===== src/plrs_pkg.sv =====
// package for the pattern loop and repeat sequencer
package plrs_pkg;
  localparam int ADDR_W = 24;
  localparam int CNT_W = 16;
  localparam int SLOT_W = 4;
  localparam int NUM_SLOTS = 16;
  localparam int STACK_DEPTH = 8;
  localparam int DEPTH_W = 4;
  localparam logic [CNT_W-1:0] CNT_RESET = 16'h0000;
  localparam logic [CNT_W-1:0] SLOT_RESET = 16'h0000;
  localparam logic [ADDR_W-1:0] ADDR_RESET = 24'h000000;
  localparam logic [DEPTH_W-1:0] DEPTH_RESET = 4'h0;
  localparam logic [CNT_W-1:0] CNT_ONE = 16'h0001;

  typedef enum logic [2:0] {
    PLRS_OP_PLAIN    = 3'h0,
    PLRS_OP_REPEAT   = 3'h1,
    PLRS_OP_SET_LOOP = 3'h2,
    PLRS_OP_END_LOOP = 3'h3,
    PLRS_OP_EXIT     = 3'h4
  } plrs_op_t;

  typedef enum logic [2:0] {
    PLRS_ST_FETCH  = 3'b001,
    PLRS_ST_REPEAT = 3'b010,
    PLRS_ST_HALT   = 3'b100
  } plrs_state_t;
endpackage : plrs_pkg


===== src/plrs_sequencer.sv =====
// loop, repeat and exit control for the vector sequencer
// Notes on behaviour
// - repeat immediate runs vector that many times
// - repeat register takes count from slot
// - set_loop runs vector, records immediate count
// - set_loop register count read at execution
// - end_loop vector runs before loop test
// - fewer passes done: branch to loop start
// - count reached: pop stack, fall through
// - stack holds eight levels, own counts
// - nesting depth checked while running
// - exit_loop runs vector, pops, then branches
// - exit target is a full vector address
`timescale 1ns/1ps
module plrs_sequencer (
  // clock and reset
  input wire logic i_core_clk,
  input wire logic i_rst,
  // run control
  input wire logic i_start,
  input wire logic [plrs_pkg::ADDR_W-1:0] i_start_addr,
  // decoded instruction of the vector at o_vec_addr
  input wire logic i_instr_valid,
  input wire plrs_pkg::plrs_op_t i_op,
  input wire logic i_use_slot,
  input wire logic [plrs_pkg::SLOT_W-1:0] i_slot_sel,
  input wire logic [plrs_pkg::CNT_W-1:0] i_imm_count,
  input wire logic [plrs_pkg::ADDR_W-1:0] i_jump_target,
  // software access to value slots
  input wire logic i_sw_wr,
  input wire logic [plrs_pkg::SLOT_W-1:0] i_sw_addr,
  input wire logic [plrs_pkg::CNT_W-1:0] i_sw_wdata,
  output logic [plrs_pkg::CNT_W-1:0] o_sw_rdata,
  // sequencer outputs
  output logic [plrs_pkg::ADDR_W-1:0] o_vec_addr,
  output logic o_vec_fire,
  output logic o_running,
  output logic o_error,
  output logic [plrs_pkg::DEPTH_W-1:0] o_depth
);
  import plrs_pkg::*;

  //////////////////////////////////////////////////////////////////////////////
  // value slots

  logic [CNT_W-1:0] slot_r [NUM_SLOTS];
  logic [CNT_W-1:0] slot_nxt [NUM_SLOTS];
  logic [CNT_W-1:0] rdata_r;
  logic [CNT_W-1:0] rdata_nxt;

  // zero count is not legal; treated as one so a vector always runs once
  function automatic logic [CNT_W-1:0] plrs_count(input logic [CNT_W-1:0] c);
    plrs_count = (c == CNT_RESET) ? CNT_ONE : c;
  endfunction : plrs_count

  logic [CNT_W-1:0] req_count;

  always_comb begin
    req_count = plrs_count(i_use_slot ? slot_r[i_slot_sel] : i_imm_count);
    rdata_nxt = slot_r[i_sw_addr];
  end

  genvar g;
  generate
    for (g = 0; g < NUM_SLOTS; g++) begin : g_slot
      always_comb begin
        slot_nxt[g] = slot_r[g];
        if (i_sw_wr && (i_sw_addr == SLOT_W'(g))) begin
          slot_nxt[g] = i_sw_wdata;
        end
      end
      always_ff @(posedge i_core_clk) begin
        if (i_rst) begin
          slot_r[g] <= SLOT_RESET;
        end else begin
          slot_r[g] <= slot_nxt[g];
        end
      end
    end
  endgenerate

  always_ff @(posedge i_core_clk) begin
    if (i_rst) begin
      rdata_r <= SLOT_RESET;
    end else begin
      rdata_r <= rdata_nxt;
    end
  end

  assign o_sw_rdata = rdata_r;

  //////////////////////////////////////////////////////////////////////////////
  // sequencer and loop stack

  logic [CNT_W-1:0] req_r [STACK_DEPTH];
  logic [CNT_W-1:0] req_nxt [STACK_DEPTH];
  logic [CNT_W-1:0] done_r [STACK_DEPTH];
  logic [CNT_W-1:0] done_nxt [STACK_DEPTH];
  logic [DEPTH_W-1:0] depth_r;
  logic [DEPTH_W-1:0] depth_nxt;
  logic [CNT_W-1:0] rep_r;
  logic [CNT_W-1:0] rep_nxt;
  logic [ADDR_W-1:0] pc_r;
  logic [ADDR_W-1:0] pc_nxt;
  logic err_r;
  logic err_nxt;
  plrs_state_t st_r;
  plrs_state_t st_nxt;
  logic [2:0] top;
  logic [2:0] push_lvl;
  logic take;
  logic stack_empty;
  logic stack_full;
  logic do_repeat;
  logic do_push;
  logic do_pop;
  logic do_again;
  logic do_branch;
  logic fault;

  // an instruction counts only in fetch; repeat cycles replay the held vector
  always_comb begin
    take = (st_r == PLRS_ST_FETCH) && i_instr_valid && !i_start;
    stack_empty = (depth_r == DEPTH_RESET);
    stack_full = (depth_r == DEPTH_W'(STACK_DEPTH));
    top = 3'(depth_r - 4'h1);
    push_lvl = depth_r[2:0];
    do_repeat = 1'b0;
    do_push = 1'b0;
    do_pop = 1'b0;
    do_again = 1'b0;
    do_branch = 1'b0;
    fault = 1'b0;
    if (take) begin
      unique case (i_op)
        PLRS_OP_PLAIN: begin
        end
        PLRS_OP_REPEAT: begin
          do_repeat = (req_count != CNT_ONE);
        end
        PLRS_OP_SET_LOOP: begin
          // push at once, so a one-vector loop body sees its own level
          fault = stack_full;
          do_push = !stack_full;
        end
        PLRS_OP_END_LOOP: begin
          // the vector has already fired this cycle; decide after it
          fault = stack_empty;
          do_again = !stack_empty && ((done_r[top] + CNT_ONE) < req_r[top]);
          do_pop = !stack_empty && !do_again;
          do_branch = do_again;
        end
        PLRS_OP_EXIT: begin
          // an exit outside any loop still branches but has nothing to pop
          do_pop = !stack_empty;
          do_branch = 1'b1;
        end
        default: begin
        end
      endcase
    end
  end

  //////////////////////////////////////////////////////////////////////////////
  // loop stack levels

  genvar k;
  generate
    for (k = 0; k < STACK_DEPTH; k++) begin : g_level
      always_comb begin
        req_nxt[k] = req_r[k];
        done_nxt[k] = done_r[k];
        if (do_push && (push_lvl == 3'(k))) begin
          req_nxt[k] = req_count;
          done_nxt[k] = CNT_RESET;
        end else if (do_again && (top == 3'(k))) begin
          done_nxt[k] = done_r[k] + CNT_ONE;
        end
      end
      always_ff @(posedge i_core_clk) begin
        if (i_rst) begin
          req_r[k] <= CNT_RESET;
          done_r[k] <= CNT_RESET;
        end else begin
          req_r[k] <= req_nxt[k];
          done_r[k] <= done_nxt[k];
        end
      end
    end
  endgenerate

  always_comb begin
    depth_nxt = depth_r;
    if (i_start) begin
      depth_nxt = DEPTH_RESET;
    end else if (do_push) begin
      depth_nxt = depth_r + 4'h1;
    end else if (do_pop) begin
      depth_nxt = depth_r - 4'h1;
    end
  end

  always_ff @(posedge i_core_clk) begin
    if (i_rst) begin
      depth_r <= DEPTH_RESET;
    end else begin
      depth_r <= depth_nxt;
    end
  end

  //////////////////////////////////////////////////////////////////////////////
  // vector flow

  always_comb begin
    rep_nxt = rep_r;
    st_nxt = st_r;
    if (i_start) begin
      st_nxt = PLRS_ST_FETCH;
    end else begin
      unique case (st_r)
        PLRS_ST_FETCH: begin
          if (fault) begin
            st_nxt = PLRS_ST_HALT;
          end else if (do_repeat) begin
            rep_nxt = req_count - CNT_ONE;
            st_nxt = PLRS_ST_REPEAT;
          end
        end
        PLRS_ST_REPEAT: begin
          rep_nxt = rep_r - CNT_ONE;
          if (rep_r == CNT_ONE) begin
            st_nxt = PLRS_ST_FETCH;
          end
        end
        PLRS_ST_HALT: begin
        end
        default: begin
          st_nxt = PLRS_ST_HALT;
        end
      endcase
    end
  end

  always_ff @(posedge i_core_clk) begin
    if (i_rst) begin
      rep_r <= CNT_RESET;
      st_r <= PLRS_ST_HALT;
    end else begin
      rep_r <= rep_nxt;
      st_r <= st_nxt;
    end
  end

  // a fault still steps the pc; the halt keeps that address from running
  always_comb begin
    pc_nxt = pc_r;
    if (i_start) begin
      pc_nxt = i_start_addr;
    end else if (take) begin
      if (do_branch) begin
        pc_nxt = i_jump_target;
      end else if (!do_repeat) begin
        pc_nxt = pc_r + ADDR_W'(1);
      end
    end else if ((st_r == PLRS_ST_REPEAT) && (rep_r == CNT_ONE)) begin
      pc_nxt = pc_r + ADDR_W'(1);
    end
  end

  always_ff @(posedge i_core_clk) begin
    if (i_rst) begin
      pc_r <= ADDR_RESET;
    end else begin
      pc_r <= pc_nxt;
    end
  end

  // sticky until the next start, so software can read why the run stopped
  always_comb begin
    err_nxt = err_r;
    if (i_start) begin
      err_nxt = 1'b0;
    end else if (fault) begin
      err_nxt = 1'b1;
    end
  end

  always_ff @(posedge i_core_clk) begin
    if (i_rst) begin
      err_r <= 1'b0;
    end else begin
      err_r <= err_nxt;
    end
  end

  //////////////////////////////////////////////////////////////////////////////
  // outputs

  assign o_vec_addr = pc_r;
  assign o_vec_fire = take || (st_r == PLRS_ST_REPEAT);
  assign o_running = (st_r != PLRS_ST_HALT);
  assign o_error = err_r;
  assign o_depth = depth_r;
endmodule : plrs_sequencer


===== config.mk =====
export PLATFORM = sky130hd
export DESIGN_NAME = plrs_sequencer
export DESIGN_NICKNAME = d
export VERILOG_FILES = /design/src/plrs_pkg.sv /design/src/plrs_sequencer.sv
export SDC_FILE = /design/constraint.sdc
export NUM_CORES = 1
export LEC_CHECK = 0
export BUFFER_PORTS_ARGS = -buffer_cell sky130_fd_sc_hd__buf_2
export CAP_MARGIN = 10
export CORE_MARGIN = 2
export CORE_UTILIZATION = 50
export CTS_CLUSTER_DIAMETER = 50
export DETAILED_ROUTE_END_ITERATION = 7
export GPL_TIMING_DRIVEN = 1
export PLACE_DENSITY_LB_ADDON = 0.12
export SYNTH_ARGS = -nofsm -noshare
export SYNTH_HDL_FRONTEND = slang
export SYNTH_SLANG_ARGS = --single-unit

===== constraint.sdc =====
create_clock -name i_core_clk -period 10.2 [get_ports i_core_clk]
set_input_delay 2.04 -clock i_core_clk [delete_from_list [all_inputs] [get_ports i_core_clk]]
set_output_delay 2.04 -clock i_core_clk [all_outputs]
set_load 0.005 [all_outputs]

== Yosys cells after proc, flatten, opt, wreduce, memory -nomap -nowiden ==
Memory sizes are Yosys's and may differ from the RTL's. A register that Yosys moved wholly into a read port is not among the register bits.
Cells that the tools add are included.
Word-level totals
  word-level logic and storage cells: 313
  output and inout port bits: 47
  memory bits (writable): 512
  memories: 3
  register bits after elaboration: 48
Memories
  slot_r: depth 16, bits a word 16, rd ports 2, clocked after Yosys merged registers in 1, wr ports 16, RTL line plrs_sequencer.sv:46  | logic [CNT_W-1:0] slot_r [NUM_SLOTS];
  done_r: depth 8, bits a word 16, rd ports 9, clocked after Yosys merged registers in 0, wr ports 8, RTL line plrs_sequencer.sv:97  | logic [CNT_W-1:0] done_r [STACK_DEPTH];
  req_r: depth 8, bits a word 16, rd ports 1, clocked after Yosys merged registers in 0, wr ports 8, RTL line plrs_sequencer.sv:95  | logic [CNT_W-1:0] req_r [STACK_DEPTH];
Cells by class
  equality and inequality tests: 72
  bitwise logic cells: 34
  $lt $le $gt $ge: 1
  reduce and logical (&&, ||, !) cells: 79
  $add $sub $neg: 14
  multiplexer cells: 104
Operators with widths (number)
  16-bit two-way mux: 76
  16-bit by 1-bit adder with 16-bit output (second input constant): 9
  24-bit two-way mux: 5
  2-bit AND reduction: 25
  1-bit logical AND: 37
  4-bit == test (second input constant): 9
  1-bit OR: 32
  16-bit one-hot mux with 2 select lines: 1
  16-bit by 1-bit subtractor with 16-bit output (second input constant): 2
  3-bit == test (second input constant): 10
  24-bit by 1-bit adder with 24-bit output (second input constant): 1
  1-bit inequality test (second input constant): 24
  3-bit by 2-bit == test with 1-bit output (second input constant): 7
  16-bit by 1-bit == test with 1-bit output (second input constant): 1
  4-bit by 3-bit == test with 1-bit output (second input constant): 4
  16-bit zero test: 1
  16-bit < comparator: 1
  16-bit by 1-bit inequality test with 1-bit output (second input constant): 1
  3-bit by 1-bit == test with 1-bit output (second input constant): 4
  1-bit two-way mux: 12
  3-bit two-way mux: 4
  3-bit inequality test (second input constant): 3
  3-bit one-hot mux with 3 select lines: 1
  4-bit by 2-bit == test with 1-bit output (second input constant): 2
  other kinds (18): 32

== Longest topological paths before layout ==
Gate-level depths: netlist of run 1.
An unclocked memory read counts as a cell.
  word-level depth: 11
  depth in mapped cells: 24
  mapped depth without buffers: 20

== Worst setup path after synthesis of run 1 ==
Ideal clock, no wire load.
  path kind: register to register
  start point: register depth_r[0], in the netlist o_depth[0]
  end point: memory done_r[5][9]
  setup time: 0.072 ns
  cell stages (with the launch flop): 19
  buffers on the path: 6
  path slack: 3.620 ns
  data arrival time: 6.509 ns
  cell sequence: dfxtp_1 > buf_2 > buf_1 > clkbuf_1 > clkbuf_1 > buf_1 > mux4_2 > mux2i_1 > ha_1 > a21o_1 > a21o_1 > a2111oi_0 > a221oi_2 > nor4_1 > and3_1 > clkbuf_1 > nand4_1 > or3_1 > a21oi_1
RTL lines
  from (decl): RTL line plrs_sequencer.sv:99  | logic [DEPTH_W-1:0] depth_r;
  from (signal assigned): RTL line plrs_sequencer.sv:207  | depth_r <= depth_nxt;
  to (decl): RTL line plrs_sequencer.sv:97

== Final worst setup path of run 1 ==
  start point: register depth_r[0], in the netlist o_depth[0]
  end point: register pc_r[16], in the netlist o_vec_addr[16]
On the way
  longest elaborated chain between the ends: 10
  elaborated cells on any way between the ends: 15
  classes of those cells: add/sub (2); order compare (1); eq/ne (1); mux (5); reduce/logical (4); memory (2)
RTL lines
  4-bit by 1-bit subtractor with 4-bit output
  memory read 8 x 16 bit
  16-bit by 1-bit adder with 16-bit output: RTL line plrs_sequencer.sv:149  | do_again = !stack_empty && ((done_r[top] + CNT_ONE) < req_r[top]);
  16-bit < comparator: RTL line plrs_sequencer.sv:149
  1-bit logical AND *: RTL line plrs_sequencer.sv:149
  1-bit one-hot mux with 2 select lines *: RTL line plrs_sequencer.sv:135  | unique case (i_op)
  1-bit two-way mux *: RTL line plrs_sequencer.sv:134  | if (take) begin
  24-bit two-way mux: RTL line plrs_sequencer.sv:260  | if (do_branch) begin
  24-bit two-way mux: RTL line plrs_sequencer.sv:259  | end else if (take) begin
  24-bit two-way mux: RTL line plrs_sequencer.sv:257  | if (i_start) begin
  to (signal assigned): RTL line plrs_sequencer.sv:274  | pc_r <= pc_nxt;
  to (decl): RTL line plrs_sequencer.sv:103  | logic [ADDR_W-1:0] pc_r;
Mark *: on every way between the ends. The rest lies on a longest branch, timed or not.
A chain may end at the register's enable or synchronous reset.

==> results of run 1 <==
==> cells by family after synthesis <==
family                   share of synthesized area
AO/OA/AOI/OAI                               0.0552
flip-flops                                   0.509
multiplexers                                 0.178
buffers and inverters                       0.0271
AND/OR/NAND/NOR                              0.173
XOR/XNOR                                    0.0420
adder cells (fa/ha/maj)                     0.0161
==> how the worst min path moves through the flow <==
stage	slack [ns]	startpoint	end
after floorplan	0.44	rep_r[1]	rep_r[1]
after global placement	0.45	o_error	o_error
after detailed placement	0.46	o_error	o_error
after CTS	0.48	rep_r[12]	rep_r[12]
after global routing	0.50	o_error	o_error
final	0.48	o_error	o_error
==> power groups by stage <==
| stage | combinational, mW | clock [mW] | sequential (mW) |
|---|---|---|---|
| 2_1_floorplan | 0.290 | 0 | 2.66 |
| 3_3_place_gp | 0.466 | 0 | 2.68 |
| 3_5_place_dp | 0.471 | 0 | 2.68 |
| 4_1_cts | 0.473 | 2.70 | 2.63 |
| 5_1_grt | 0.501 | 2.80 | 2.64 |
| 6_report | 0.474 | 2.66 | 2.63 |
==> area by class of cell <==
cell class / instances / area share
multi-input combinational: 1772 / 0.414
sequential: 576 / 0.448
clock buffer: 93 / 0.0591
tap: 782 / 0.0285
clock inverter: 41 / 0.0137
timing repair buffer: 195 / 0.0324
inverter: 34 / 0.00372
==> metrics by stage <==
| stage | std cells | hold WS [ns] |
|---|---|---|
| floorplan | 2558 | 0.442 |
| global placement | 3359 | 0.450 |
| detailed placement | 3359 | 0.464 |
| CTS | 3493 | 0.478 |
| global route | 3493 | 0.496 |
| finish | 3493 | 0.476 |
==> critical path, delay by kind of cell, from the launching register on <==
kind,cells,cell delay [ns]
adder cells (fa/ha/maj),3,1.15
flip-flops,1,0.63
AO/OA/AOI/OAI,3,1.29
AND/OR/NAND/NOR,8,2.63
multiplexers,2,0.61
buffers and inverters,2,1.10
XOR/XNOR,1,0.13
==> cells in the final DEF, fill, tap and decap left out, types with 16 or more instances in the layout <==
master / instances
sky130_fd_sc_hd__nand3_1: 71
sky130_fd_sc_hd__clkbuf_16: 77
sky130_fd_sc_hd__dfxtp_1: 191
sky130_fd_sc_hd__nand4_1: 44
sky130_fd_sc_hd__mux4_2: 186
sky130_fd_sc_hd__edfxtp_1: 384
sky130_fd_sc_hd__mux2i_1: 110
sky130_fd_sc_hd__xnor2_1: 72
sky130_fd_sc_hd__buf_2: 141
sky130_fd_sc_hd__nor3_1: 45
sky130_fd_sc_hd__ha_1: 38
sky130_fd_sc_hd__xor2_1: 73
sky130_fd_sc_hd__nand2_1: 122
sky130_fd_sc_hd__a21oi_1: 58
sky130_fd_sc_hd__o21ai_0: 51
sky130_fd_sc_hd__and2_1: 286
sky130_fd_sc_hd__buf_4: 54
sky130_fd_sc_hd__or3_1: 27
sky130_fd_sc_hd__and3_1: 34
sky130_fd_sc_hd__a2111oi_0: 16
sky130_fd_sc_hd__inv_1: 32
sky130_fd_sc_hd__nor2_1: 326
sky130_fd_sc_hd__a22oi_1: 17
==> metal layers <==
metal / track usage / vias to the layer above / part of all wire
li1: - / 9645 / -
met5: 0 / - / 0
met1: 0.369 / 10775 / 0.41
met2: 0.473 / 865 / 0.49
met4: 0.0912 / 0 / 0.032
met3: 0.0456 / 186 / 0.067
==> flip-flops by register name, indices dropped and copies added, names as in the netlist <==
name and cells:
o_vec_addr 24, o_sw_rdata 16, rep_r 16, req_r 128, o_error 1, st_r 3
o_depth 4, done_r 128, slot_r 256
==> out/metrics.sh, run 1 <==
SYNTH_CELLS=2558
FP.DIEW_UM=250
ANT_NETS=0
ASYNC_SET_OR_RESET_FLOP_FRACTION_IN_THE_SYNTHESIZED_NETLIST=0
MAX-CAP-VIOLATIONS=0
CTS_HOLD_REPAIR.BUFFERS=0
GRT_PASS1_VIAS=21270
PLACEDINSTANCEAREA_SQ_UM=31800
CLOCK_SKEW_NS=0.0197
CRITICAL_PATH.MAX_FANOUT=35
TIMING.CRITICAL_PATH.TO_TYPE='register'
SYNTH_TOP_CELLS_BY_AREA='sky130_fd_sc_hd__edfxtp_1 38%, sky130_fd_sc_hd__mux4_2 14%, sky130_fd_sc_hd__dfxtp_1 13%, sky130_fd_sc_hd__and2_1 5.9%, sky130_fd_sc_hd__nor2_1 4.2%'
SEQUENTIALPOWERSHARE=0.456
AVG_SYNTHESIZED_CELL_AREA_SQ_UM=11.8
WORST_SLEW_PIN_SLEW_NS=1.14
ACHIEVABLE-FREQUENCY_MHz=131
POST_SYNTH_EDFFS=384
WORST-R2R-SETUP-SLACK_NS=2.54
DR_TOTAL_VIAS=21471
SLEW_VIOLATIONS=0
GRT_ANTENNA_BEFORE_REPAIR=0
WORSTPATHARRIVAL_NS=8.20
CRIT_START='o_depth[0]'
SETUP_VIOL=0
PATH_CLK_SLEW_NS=0.06
CTS_INSERTED_BUFFERS=72
AREA_OF_THE_MULTI_INPUT_GATES_SQ_UM=14200
POST_CTS_RESIZE_COUNT=0
GRT_USAGE=0.280
STATUS='complete, no violations'
DIE-HEIGHT_UM=250
LAYOUT-DRIVE-GT1-SHARE=0.208
CRIT_CHAIN='inv_1 > ha_1 > ha_1 > inv_2 > mux2i_1 > nor3_1 > and3_1 > nand2_1 > nor3_1 > xnor2_1 > ha_1 > nand4_1 > or2_2 > a221oi_2 > or2_2 > nand2_1 > mux2i_1 > a2111oi_0 > a31o_2'
REPORT.FINAL.HOLD_VIOL_COUNT=0
MIN_PATH_CELLS=1
POWER.NET_SWITCHING_mW=1.36
PWR-SHARE-CLK=0.462
PEAKVDDDROP_V=0.000175
CLKLATENCYLATEPIN_NS=0.61
NUM_ROWS=90
START_UTIL=0.504
DETAIL_ROUTE.VIAS_PER_CELL=6.15
DP_WORST_SETUP_SLACK_NS=2.23
DP_HPWL_MM=59.4
FINAL.SETUP.WORST_SLACK_NS=2.54
LAYOUT.CORE_UTILIZATION=0.571
NUMCLOCKSINKS=576
CELLLEAKAGEPOWER_nW=12.5
CRIT_PATH_FREQUENT_CELL='sky130_fd_sc_hd__ha_1'
CP_SLOWEST_STAGE_DELAY_NS=0.80
NET_SWITCHING_FRACTION_OF_THE_POWER=0.235
R2R.WORST_PATH.CELLS=19
CTSROOTBUFFERMASTER='sky130_fd_sc_hd__clkbuf_16'
STARTPOINT_TYPE='register'
LAYOUT.AREA.SEQ_SQ_UM=15400
MAXSLEWHEADROOM=0.219
MIN_PATH_TYPE='reg -> reg'
POWER.DENSITY_nW_PER_UM2=168
CRIT_SHARE_POST_ROUTE=0.751
WORST_PATH_MAX_DELAY_CELL='sky130_fd_sc_hd__inv_2'
SYNTHTOPCELLSBYCOUNT='384 x sky130_fd_sc_hd__edfxtp_1, 338 x sky130_fd_sc_hd__nor2_1, 286 x sky130_fd_sc_hd__and2_1, 192 x sky130_fd_sc_hd__dfxtp_1, 186 x sky130_fd_sc_hd__mux4_2'
FILL_CELL_TOTAL_OF_THE_FINISHED_LAYOUT=4950
CTSLONGESTPATHBUFFERS=3
DRCVIOLATIONCOUNT=0
YOSYS.AREA.TOP_TYPE_SHARE=0.381
SYNTHESIS.NETS=2694
TOTAL_NEGATIVE_SETUP_SLACKS_NS=0
ANT_DIODES=0
POST-SYNTH-TOP-AREA-CELL='sky130_fd_sc_hd__edfxtp_1'
REG2REG_FROM='o_depth[0]'
SEQ_AREA_FRAC_SYNTH=0.509
NETLIST_AREA_SQ_UM=30200
SYNTH.FF_LATCH_COUNT=576
GRT_PASS1_WL_MM=132
NUMBER_OF_BUFFERS_INSERTED_BY_POST_CTS_SETUP_REPAIR=0
INTPOWER_mW=4.42
CRITICAL_PATH.ENDPOINT='o_vec_addr[16]'
LOGIC_GATE_SHARE_OF_TOTAL_POWER=0.082
DRTITER0DRC=1813
SETUP_REPAIR_AFTER_GLOBAL_ROUTING_MISSED_ITS_MARGIN='false'
SYNTH.YOSYS.WARNINGS=0
PIN_COUNT=144
LAYOUT_AREA_GROWTH_OVER_SYNTHESIS_PCT=13.4
AVERAGE_WIRE_LENGTH_PER_CELL_AFTER_DETAIL_ROUTING_UM=24.9
CRITICAL_PATH.REG2REG.ENDPOINT='o_vec_addr[16]'
PORTBUFFERS=143
WORSTSETUPPATHTYPE='reg -> reg'
HTREEDEPTH=3
CORE_AREA_SQ_UM=60000
FINALWEIGHTEDCONGESTION=0.874
AREA_OF_THE_DIE_SQ_UM=62500
TRITONCTS='yes'
POST-SYNTH-TOP-COUNT-CELL='sky130_fd_sc_hd__edfxtp_1'
POST_LAYOUT_NETS=2787
FINALWORSTPATHREQUIREDPERIOD_NS=7.66
GRT_START_MAX_NET_PINS=69
YS.FLOP_TYPE='sky130_fd_sc_hd__edfxtp_1'
CP_DATA_REQUIRED_TIME_NS=10.74
GRT_OVERFLOW_TOTAL=0
POST-LAYOUT-TOTAL-POWER_mW=5.77
DRTPASS1ITERATIONS=5
FINAL_DESIGN_AREA_NO_FILL_SQ_UM=34300
NETLIST-CELL-TYPE-COUNT=66
FINALWIRELENGTH_MM=86.9
Power figures use the tool's default switching activity.
==> run 2, diff against run 1 <==
==> constraint.sdc (replaced) <==
create_clock -name i_core_clk -period 7.6 [get_ports i_core_clk]
set_input_delay 1.52 -clock i_core_clk [delete_from_list [all_inputs] [get_ports i_core_clk]]
set_output_delay 1.52 -clock i_core_clk [all_outputs]
set_load 0.005 [all_outputs]
==> run 2 against run 1 <==
Utilization is 0.10 points lower. Die area stayed put. Sequential share of layout area grew 0.080 points. First-iteration DRC count up 37%. Sequential power grew 35%. Sequential cell count stayed put. Global-route usage is 0.90 points higher. Clock skew grew 0.0043 ns. Maximum frequency increased by 14%. Worst setup slack lost 1.7 ns. Critical path type unchanged. Wire length grew 3.6%.
==> out/metrics.sh, run 2 (synthesis gave the netlist of run 1 again) <==
SLEW_VIOLATIONS=0  # unchanged
DP_HPWL_MM=59.9  # +0.87%
AREA_OF_THE_DIE_SQ_UM=62500  # unchanged
POST_LAYOUT_NETS=2793  # +0.22%
MAX-CAP-VIOLATIONS=0  # unchanged
CRIT_PATH_FREQUENT_CELL='sky130_fd_sc_hd__buf_4'
DRTPASS1ITERATIONS=6  # +1
ANT_NETS=0  # unchanged
DR_TOTAL_VIAS=21666  # +0.91%
CLKLATENCYLATEPIN_NS=0.61  # about the same
LARGEST_REGISTERS='slot_r: 256 flops, done_r: 128 flops, req_r: 128 flops'
START_UTIL=0.504  # unchanged
DETAIL_ROUTE.VIAS_PER_CELL=6.20  # +0.91%
HTREEDEPTH=3  # unchanged
NUMBER_OF_BUFFERS_INSERTED_BY_POST_CTS_SETUP_REPAIR=0  # unchanged
CTSROOTBUFFERMASTER='sky130_fd_sc_hd__clkbuf_16'
NUM_ROWS=90  # unchanged
PEAKVDDDROP_V=0.000141  # -19%
WORST_PATH_MAX_DELAY_CELL='sky130_fd_sc_hd__nand2_1'
CRIT_CHAIN='buf_4 > buf_4 > mux4_2 > mux2i_1 > nor3_1 > and3_1 > nor2_1 > ha_1 > a21o_1 > a21o_1 > a2111oi_0 > a221oi_2 > buf_4 > or2_2 > nand2_1 > mux2i_1 > a2111oi_0 > a31o_2'
DP_WORST_SETUP_SLACK_NS=0.618  # -1.61 ns
SETUP_REPAIR_AFTER_GLOBAL_ROUTING_MISSED_ITS_MARGIN='false'
STATUS='complete, no violations'
NUMCLOCKSINKS=576  # unchanged
CLOCK_SKEW_NS=0.0240  # +0.00429 ns
DRCVIOLATIONCOUNT=0  # unchanged
CTSLONGESTPATHBUFFERS=3  # unchanged
FINALWORSTPATHREQUIREDPERIOD_NS=6.74  # -0.919 ns
CP_DATA_REQUIRED_TIME_NS=8.14  # -2.60 ns
GRT_PASS1_WL_MM=135  # +2.2%
GRT_PASS1_VIAS=21545  # +1.3%
PORTBUFFERS=143  # unchanged
FP.DIEW_UM=250  # unchanged
POST-LAYOUT-TOTAL-POWER_mW=7.59  # +31%
GRT_ANTENNA_BEFORE_REPAIR=3  # +3
CTS_INSERTED_BUFFERS=69  # -4.2%
ANT_DIODES=0  # unchanged
CRIT_SHARE_POST_ROUTE=0.887  # +0.136
LAYOUT-DRIVE-GT1-SHARE=0.210  # +0.00184
CORE_AREA_SQ_UM=60000  # unchanged
CP_SLOWEST_STAGE_DELAY_NS=0.83  # +0.03 ns
AVERAGE_WIRE_LENGTH_PER_CELL_AFTER_DETAIL_ROUTING_UM=25.8  # +3.6%
TRITONCTS='yes'
GRT_OVERFLOW_TOTAL=0  # unchanged
FINALWEIGHTEDCONGESTION=0.921  # +5.4%
MAXSLEWHEADROOM=0.129  # -0.0902
WORSTPATHARRIVAL_NS=7.28  # -0.92 ns
DIE-HEIGHT_UM=250  # unchanged
CELLLEAKAGEPOWER_nW=12.4  # -0.43%
FINAL_COMMON_CELL='sky130_fd_sc_hd__edfxtp_1'
FINALWIRELENGTH_MM=90.0  # +3.6%
FILL_CELL_TOTAL_OF_THE_FINISHED_LAYOUT=4946  # -0.081%
DRTITER0DRC=2480  # +37%
CTS_HOLD_REPAIR.BUFFERS=0  # unchanged
STARTPOINT_TYPE='register'
REGMOSTFLOPS='slot_r'
LAYOUT_AREA_GROWTH_OVER_SYNTHESIS_PCT=13.2
ACHIEVABLE-FREQUENCY_MHz=148  # +14%
FINAL.SETUP.WORST_SLACK_NS=0.858  # -1.68 ns
REPORT.FINAL.HOLD_VIOL_COUNT=0  # unchanged
WORST_SLEW_PIN_SLEW_NS=1.31  # +0.166 ns
WORSTSETUPPATHTYPE='reg -> reg'
LAYOUT_COMMON_CELLS='384 x sky130_fd_sc_hd__edfxtp_1, 322 x sky130_fd_sc_hd__nor2_1, 286 x sky130_fd_sc_hd__and2_1'
PATH_CLK_SLEW_NS=0.06  # about the same
LAYOUT.CORE_UTILIZATION=0.570  # -0.00102
POST_CTS_RESIZE_COUNT=0  # unchanged
CRITICAL_PATH.MAX_FANOUT=41  # +17%
POWER.DENSITY_nW_PER_UM2=222  # +32%
LARGEST_REGISTER_FFS=256  # unchanged
PIN_COUNT=144  # unchanged
TOTAL_NEGATIVE_SETUP_SLACKS_NS=0  # unchanged
GRT_START_MAX_NET_PINS=48  # -30%
SETUP_VIOL=0  # unchanged
GRT_USAGE=0.289  # +0.00902
WHS_NS=0.467  # -0.00858 ns
MIN_PATH_TYPE='reg -> reg'
TIMING.CRITICAL_PATH.TO_TYPE='register'
==> run 2: changes by cell type in the layout (fill, tap and decap cells not counted), moves of 2 or more <==
cell,previous run,this run
sky130_fd_sc_hd__buf_4,54,62
sky130_fd_sc_hd__clkinvlp_4,1,7
sky130_fd_sc_hd__clkbuf_16,77,72
sky130_fd_sc_hd__clkinv_2,12,8
sky130_fd_sc_hd__nor2_1,326,322
sky130_fd_sc_hd__nor2_2,12,16
sky130_fd_sc_hd__clkinv_4,4,1
sky130_fd_sc_hd__clkbuf_1,12,10
sky130_fd_sc_hd__clkbuf_8,4,6
sky130_fd_sc_hd__inv_6,6,4
==> run 2: worst max-delay path, delay by kind of cell, from the launching register on <==
family	cells	cell delay (ns)
adders and majority gates	1	0.25
buffers and inverters	3	1.38
AOI/OAI and AO/OA	6	1.71
DFF	1	0.34
muxes	3	1.09
and+or+nand+nor	5	1.82
==> run 2: through the flow <==
step	instance area (sq um)	std cells
final	34200	3493
after global placement	31900	3368
after global routing	34200	3493
after floorplan	30200	2558
after CTS	34200	3493
after detailed placement	31900	3368
==> run 2: path summary, 6_finish.rpt <==
path | endpoint | start | cells after the start | slack, ns
min reg2reg | o_error | o_error | 1 | 0.47
min | o_error | o_error | 1 | 0.47
max reg2reg | o_vec_addr[13] | o_depth[0] | 18 | 0.86
max | o_vec_addr[13] | o_depth[0] | 18 | 0.86
==> run 2: routing by layer <==
layer	vias up	track usage	part of all wire
li1	9641	-	-
met1	10935	0.392	0.41
met2	909	0.476	0.49
met3	177	0.0503	0.070
met4	4	0.0876	0.029
met5	-	0	0.00032
==> run 2: report_power, final <==
| part | total (mW) | switching (mW) | internal [mW] | leakage (nW) |
|---|---|---|---|---|
| clock | 3.41 | 1.34 | 2.07 | 1.13 |
| combinational | 0.645 | 0.383 | 0.262 | 5.98 |
| sequential | 3.54 | 0.0705 | 3.46 | 5.33 |
==> run 2: layout make-up <==
class	instances	area [sq um]	share of cell area
Timing Repair Buffer	204	1190	0.0348
Tap cell	782	978	0.0286
Clock inverter	37	423	0.0124
Clock buffer	88	1920	0.0561
Sequential cell	576	15400	0.449
Multi-Input combinational cell	1772	14200	0.415
Inverter	34	128	0.00373
==> run 3, diff against run 2 <==
--- a/config.mk
+++ b/config.mk
@@ -5,7 +5,7 @@
 export SDC_FILE = /design/constraint.sdc
 export NUM_CORES = 1
 export LEC_CHECK = 0
-export BUFFER_PORTS_ARGS = -buffer_cell sky130_fd_sc_hd__buf_2
+export BUFFER_PORTS_ARGS = -buffer_cell sky130_fd_sc_hd__buf_4
 export CAP_MARGIN = 10
 export CORE_MARGIN = 2
 export CORE_UTILIZATION = 50
==> run 3 against run 2 <==
Total power rose by 0.83%. Register-to-register slack barely moved. Critical endpoint is now done_r[5][13]. Combinational power rose by 3.9%.
==> out/metrics.sh, run 3 (synthesis gave the netlist of run 1 again) <==
STATUS='complete, no violations'
STARTPOINT_TYPE='register'
CRIT_SHARE_POST_ROUTE=0.886  # -0.00128
ACHIEVABLE-FREQUENCY_MHz=149  # +0.14%
CRIT_PATH_FREQUENT_CELL='sky130_fd_sc_hd__buf_4'
POST_CTS_RESIZE_COUNT=0  # unchanged
PWR-SHARE-CLK=0.450  # about the same
WORSTSETUPPATHTYPE='reg -> reg'
AVERAGE_WIRE_LENGTH_PER_CELL_AFTER_DETAIL_ROUTING_UM=26.2  # +1.9%
SEQUENTIALPOWERSHARE=0.462  # -0.004
GRT_PASS1_WL_MM=138  # +1.7%
CP_DATA_REQUIRED_TIME_NS=8.13  # about the same
FILL_CELL_TOTAL_OF_THE_FINISHED_LAYOUT=4873  # -1.5%
WORST_SLEW_PIN_SLEW_NS=1.34  # +0.0334 ns
GRT_START_MAX_NET_PINS=69  # +44%
SLEW_VIOLATIONS=0  # unchanged
MIN_PATH_TYPE='reg -> reg'
DRTITER0DRC=2398  # -3.3%
SETUP_VIOL=0  # unchanged
LAYOUT_AREA_GROWTH_OVER_SYNTHESIS_PCT=14.4
FINALWORSTPATHREQUIREDPERIOD_NS=6.73  # -0.00972 ns
CLOCK_SKEW_NS=0.0309  # +0.00689 ns
CRITICAL_PATH.MAX_FANOUT=43  # +4.9%
CTSLONGESTPATHBUFFERS=3  # unchanged
DRCVIOLATIONCOUNT=0  # unchanged
WORST-R2R-SETUP-SLACK_NS=0.87  # about the same
REPORT.FINAL.HOLD_VIOL_COUNT=0  # unchanged
FINAL.SETUP.WORST_SLACK_NS=0.868  # +0.00972 ns
CRITICAL-PATH-TOP-DELAY-FAMILY='simple AND/OR/NAND/NOR gates'
TIMING.CRITICAL_PATH.TO_TYPE='register'
LAYOUT_COMMON_CELLS='384 x sky130_fd_sc_hd__edfxtp_1, 322 x sky130_fd_sc_hd__nor2_1, 286 x sky130_fd_sc_hd__and2_1'
DP_WORST_SETUP_SLACK_NS=0.671  # +0.0529 ns
PIN_COUNT=144  # unchanged
NUMCLOCKSINKS=576  # unchanged
PATH_CLK_SLEW_NS=0.05  # about the same
WORST_PATH_MAX_DELAY_CELL='sky130_fd_sc_hd__buf_4'
GRT_ANTENNA_BEFORE_REPAIR=1  # -2
CTS_HOLD_REPAIR.BUFFERS=0  # unchanged
WORSTPATHARRIVAL_NS=7.26  # -0.02 ns
POST_LAYOUT_NETS=2789  # -0.14%
NUM_ROWS=90  # unchanged
GRT_OVERFLOW_TOTAL=0  # unchanged
SETUP_REPAIR_AFTER_GLOBAL_ROUTING_MISSED_ITS_MARGIN='false'
WORST-PATH-BUF-INV=4  # +1
FINALWIRELENGTH_MM=91.7  # +1.9%
DIE-HEIGHT_UM=250  # unchanged
PLACEDINSTANCEAREA_SQ_UM=32200  # +0.98%
GRT_PASS1_VIAS=21868  # +1.5%
LAYOUT-DRIVE-GT1-SHARE=0.208  # -0.00274
DETAIL_ROUTE.VIAS_PER_CELL=6.25  # +0.69%
DR_TOTAL_VIAS=21829  # +0.75%
PEAKVDDDROP_V=0.000186  # +32%
TOTAL_NEGATIVE_SETUP_SLACKS_NS=0  # unchanged
FINAL_COMMON_CELL='sky130_fd_sc_hd__edfxtp_1'
LARGEST_REGISTER_FFS=256  # unchanged
MAX-CAP-VIOLATIONS=0  # unchanged
NET_SWITCHING_FRACTION_OF_THE_POWER=0.239  # +0.00262
LARGEST_REGISTERS='slot_r: 256 flops, done_r: 128 flops, req_r: 128 flops'
POWER.DENSITY_nW_PER_UM2=221  # -0.24%
GRT_USAGE=0.294  # +0.00531
CP_SLOWEST_STAGE_DELAY_NS=0.74  # -0.09 ns
FINALWEIGHTEDCONGESTION=0.907  # -1.6%
CORE_AREA_SQ_UM=60000  # unchanged
INTPOWER_mW=5.82  # +0.48%
CTS_INSERTED_BUFFERS=72  # +4.3%
START_UTIL=0.504  # unchanged
CELLLEAKAGEPOWER_nW=12.5  # +0.74%
REGMOSTFLOPS='slot_r'
PORTBUFFERS=143  # unchanged
DP_HPWL_MM=59.6  # -0.57%
LOGIC_GATE_SHARE_OF_TOTAL_POWER=0.088  # +0.003
TRITONCTS='yes'
DRTPASS1ITERATIONS=6  # unchanged
NUMBER_OF_BUFFERS_INSERTED_BY_POST_CTS_SETUP_REPAIR=0  # unchanged
ANT_DIODES=0  # unchanged
AREA_OF_THE_DIE_SQ_UM=62500  # unchanged
CRIT_CHAIN='buf_4 > buf_4 > mux4_2 > mux2i_1 > nor3_1 > and3_1 > nor2_1 > ha_1 > a21o_1 > a21o_1 > a2111oi_0 > a221oi_2 > buf_4 > nor4_1 > buf_4 > and3_1 > nand4_1 > or3_1 > a21oi_1'
MAXSLEWHEADROOM=0.107  # -0.0223
POWER.NET_SWITCHING_mW=1.83  # +1.9%
ANT_NETS=0  # unchanged
FINAL_DESIGN_AREA_NO_FILL_SQ_UM=34600  # +1.1%
HTREEDEPTH=3  # unchanged
CLKLATENCYLATEPIN_NS=0.62  # about the same
FP.DIEW_UM=250  # unchanged
CTSROOTBUFFERMASTER='sky130_fd_sc_hd__clkbuf_16'
==> run 3: cell types whose count changed in the layout (fill, tap and decap cells not counted), moves of 2 or more <==
| cell | before | now |
|---|---|---|
| sky130_fd_sc_hd__buf_4 | 62 | 196 |
| sky130_fd_sc_hd__clkbuf_16 | 72 | 77 |
| sky130_fd_sc_hd__o21ai_4 | 0 | 4 |
| sky130_fd_sc_hd__clkinv_4 | 1 | 5 |
| sky130_fd_sc_hd__o21ai_2 | 13 | 9 |
| sky130_fd_sc_hd__clkbuf_1 | 10 | 20 |
| sky130_fd_sc_hd__clkbuf_8 | 6 | 4 |
| sky130_fd_sc_hd__clkinvlp_4 | 7 | 3 |
| sky130_fd_sc_hd__buf_2 | 141 | 0 |
| sky130_fd_sc_hd__bufinv_16 | 8 | 5 |
==> run 3: layer usage <==
metal	share of wire	track usage	wire (um)
met4	0.033	0.103	3060
met1	0.40	0.390	36900
met5	0.00014	0	13
met2	0.49	0.490	44700
met3	0.077	0.0501	7040
==> run 3: path summary, 6_finish.rpt <==
kind | depth (start not counted) | to | start
worst max register to register | 19 | done_r[5][13] | o_depth[0]
worst min-delay path | 1 | o_error | o_error
worst max-delay path | 19 | done_r[5][13] | o_depth[0]
worst min register to register | 1 | o_error | o_error
==> run 3: power by group through the flow <==
stage | sequential (mW) | combinational, mW | clock [mW]
3_3_place_gp | 3.59 | 0.654 | 0
5_1_grt | 3.55 | 0.703 | 3.60
6_report | 3.54 | 0.670 | 3.44
4_1_cts | 3.53 | 0.665 | 3.48
3_5_place_dp | 3.60 | 0.662 | 0
2_1_floorplan | 3.57 | 0.390 | 0
==> run 3: cell type report <==
class / instances / area [sq um] / share of cell area
clock buffer: 101 / 2060 / 0.0595
clock inverter: 33 / 333 / 0.00962
timing repair buffer: 197 / 1490 / 0.0431
sequential: 576 / 15400 / 0.444
multi-input combinational: 1772 / 14200 / 0.411
inverter: 34 / 128 / 0.00369
tap: 782 / 978 / 0.0283
==> run 3: stage by stage <==
stage	hold WS [ns]	cells	power [mW]	utilization
after floorplan	0.442	2558	3.96	-
after global placement	0.452	3360	4.25	0.537
after detailed placement	0.462	3360	4.26	0.537
after CTS	0.467	3494	7.68	0.576
after global routing	0.496	3495	7.85	0.576
final	0.469	3495	7.65	0.576
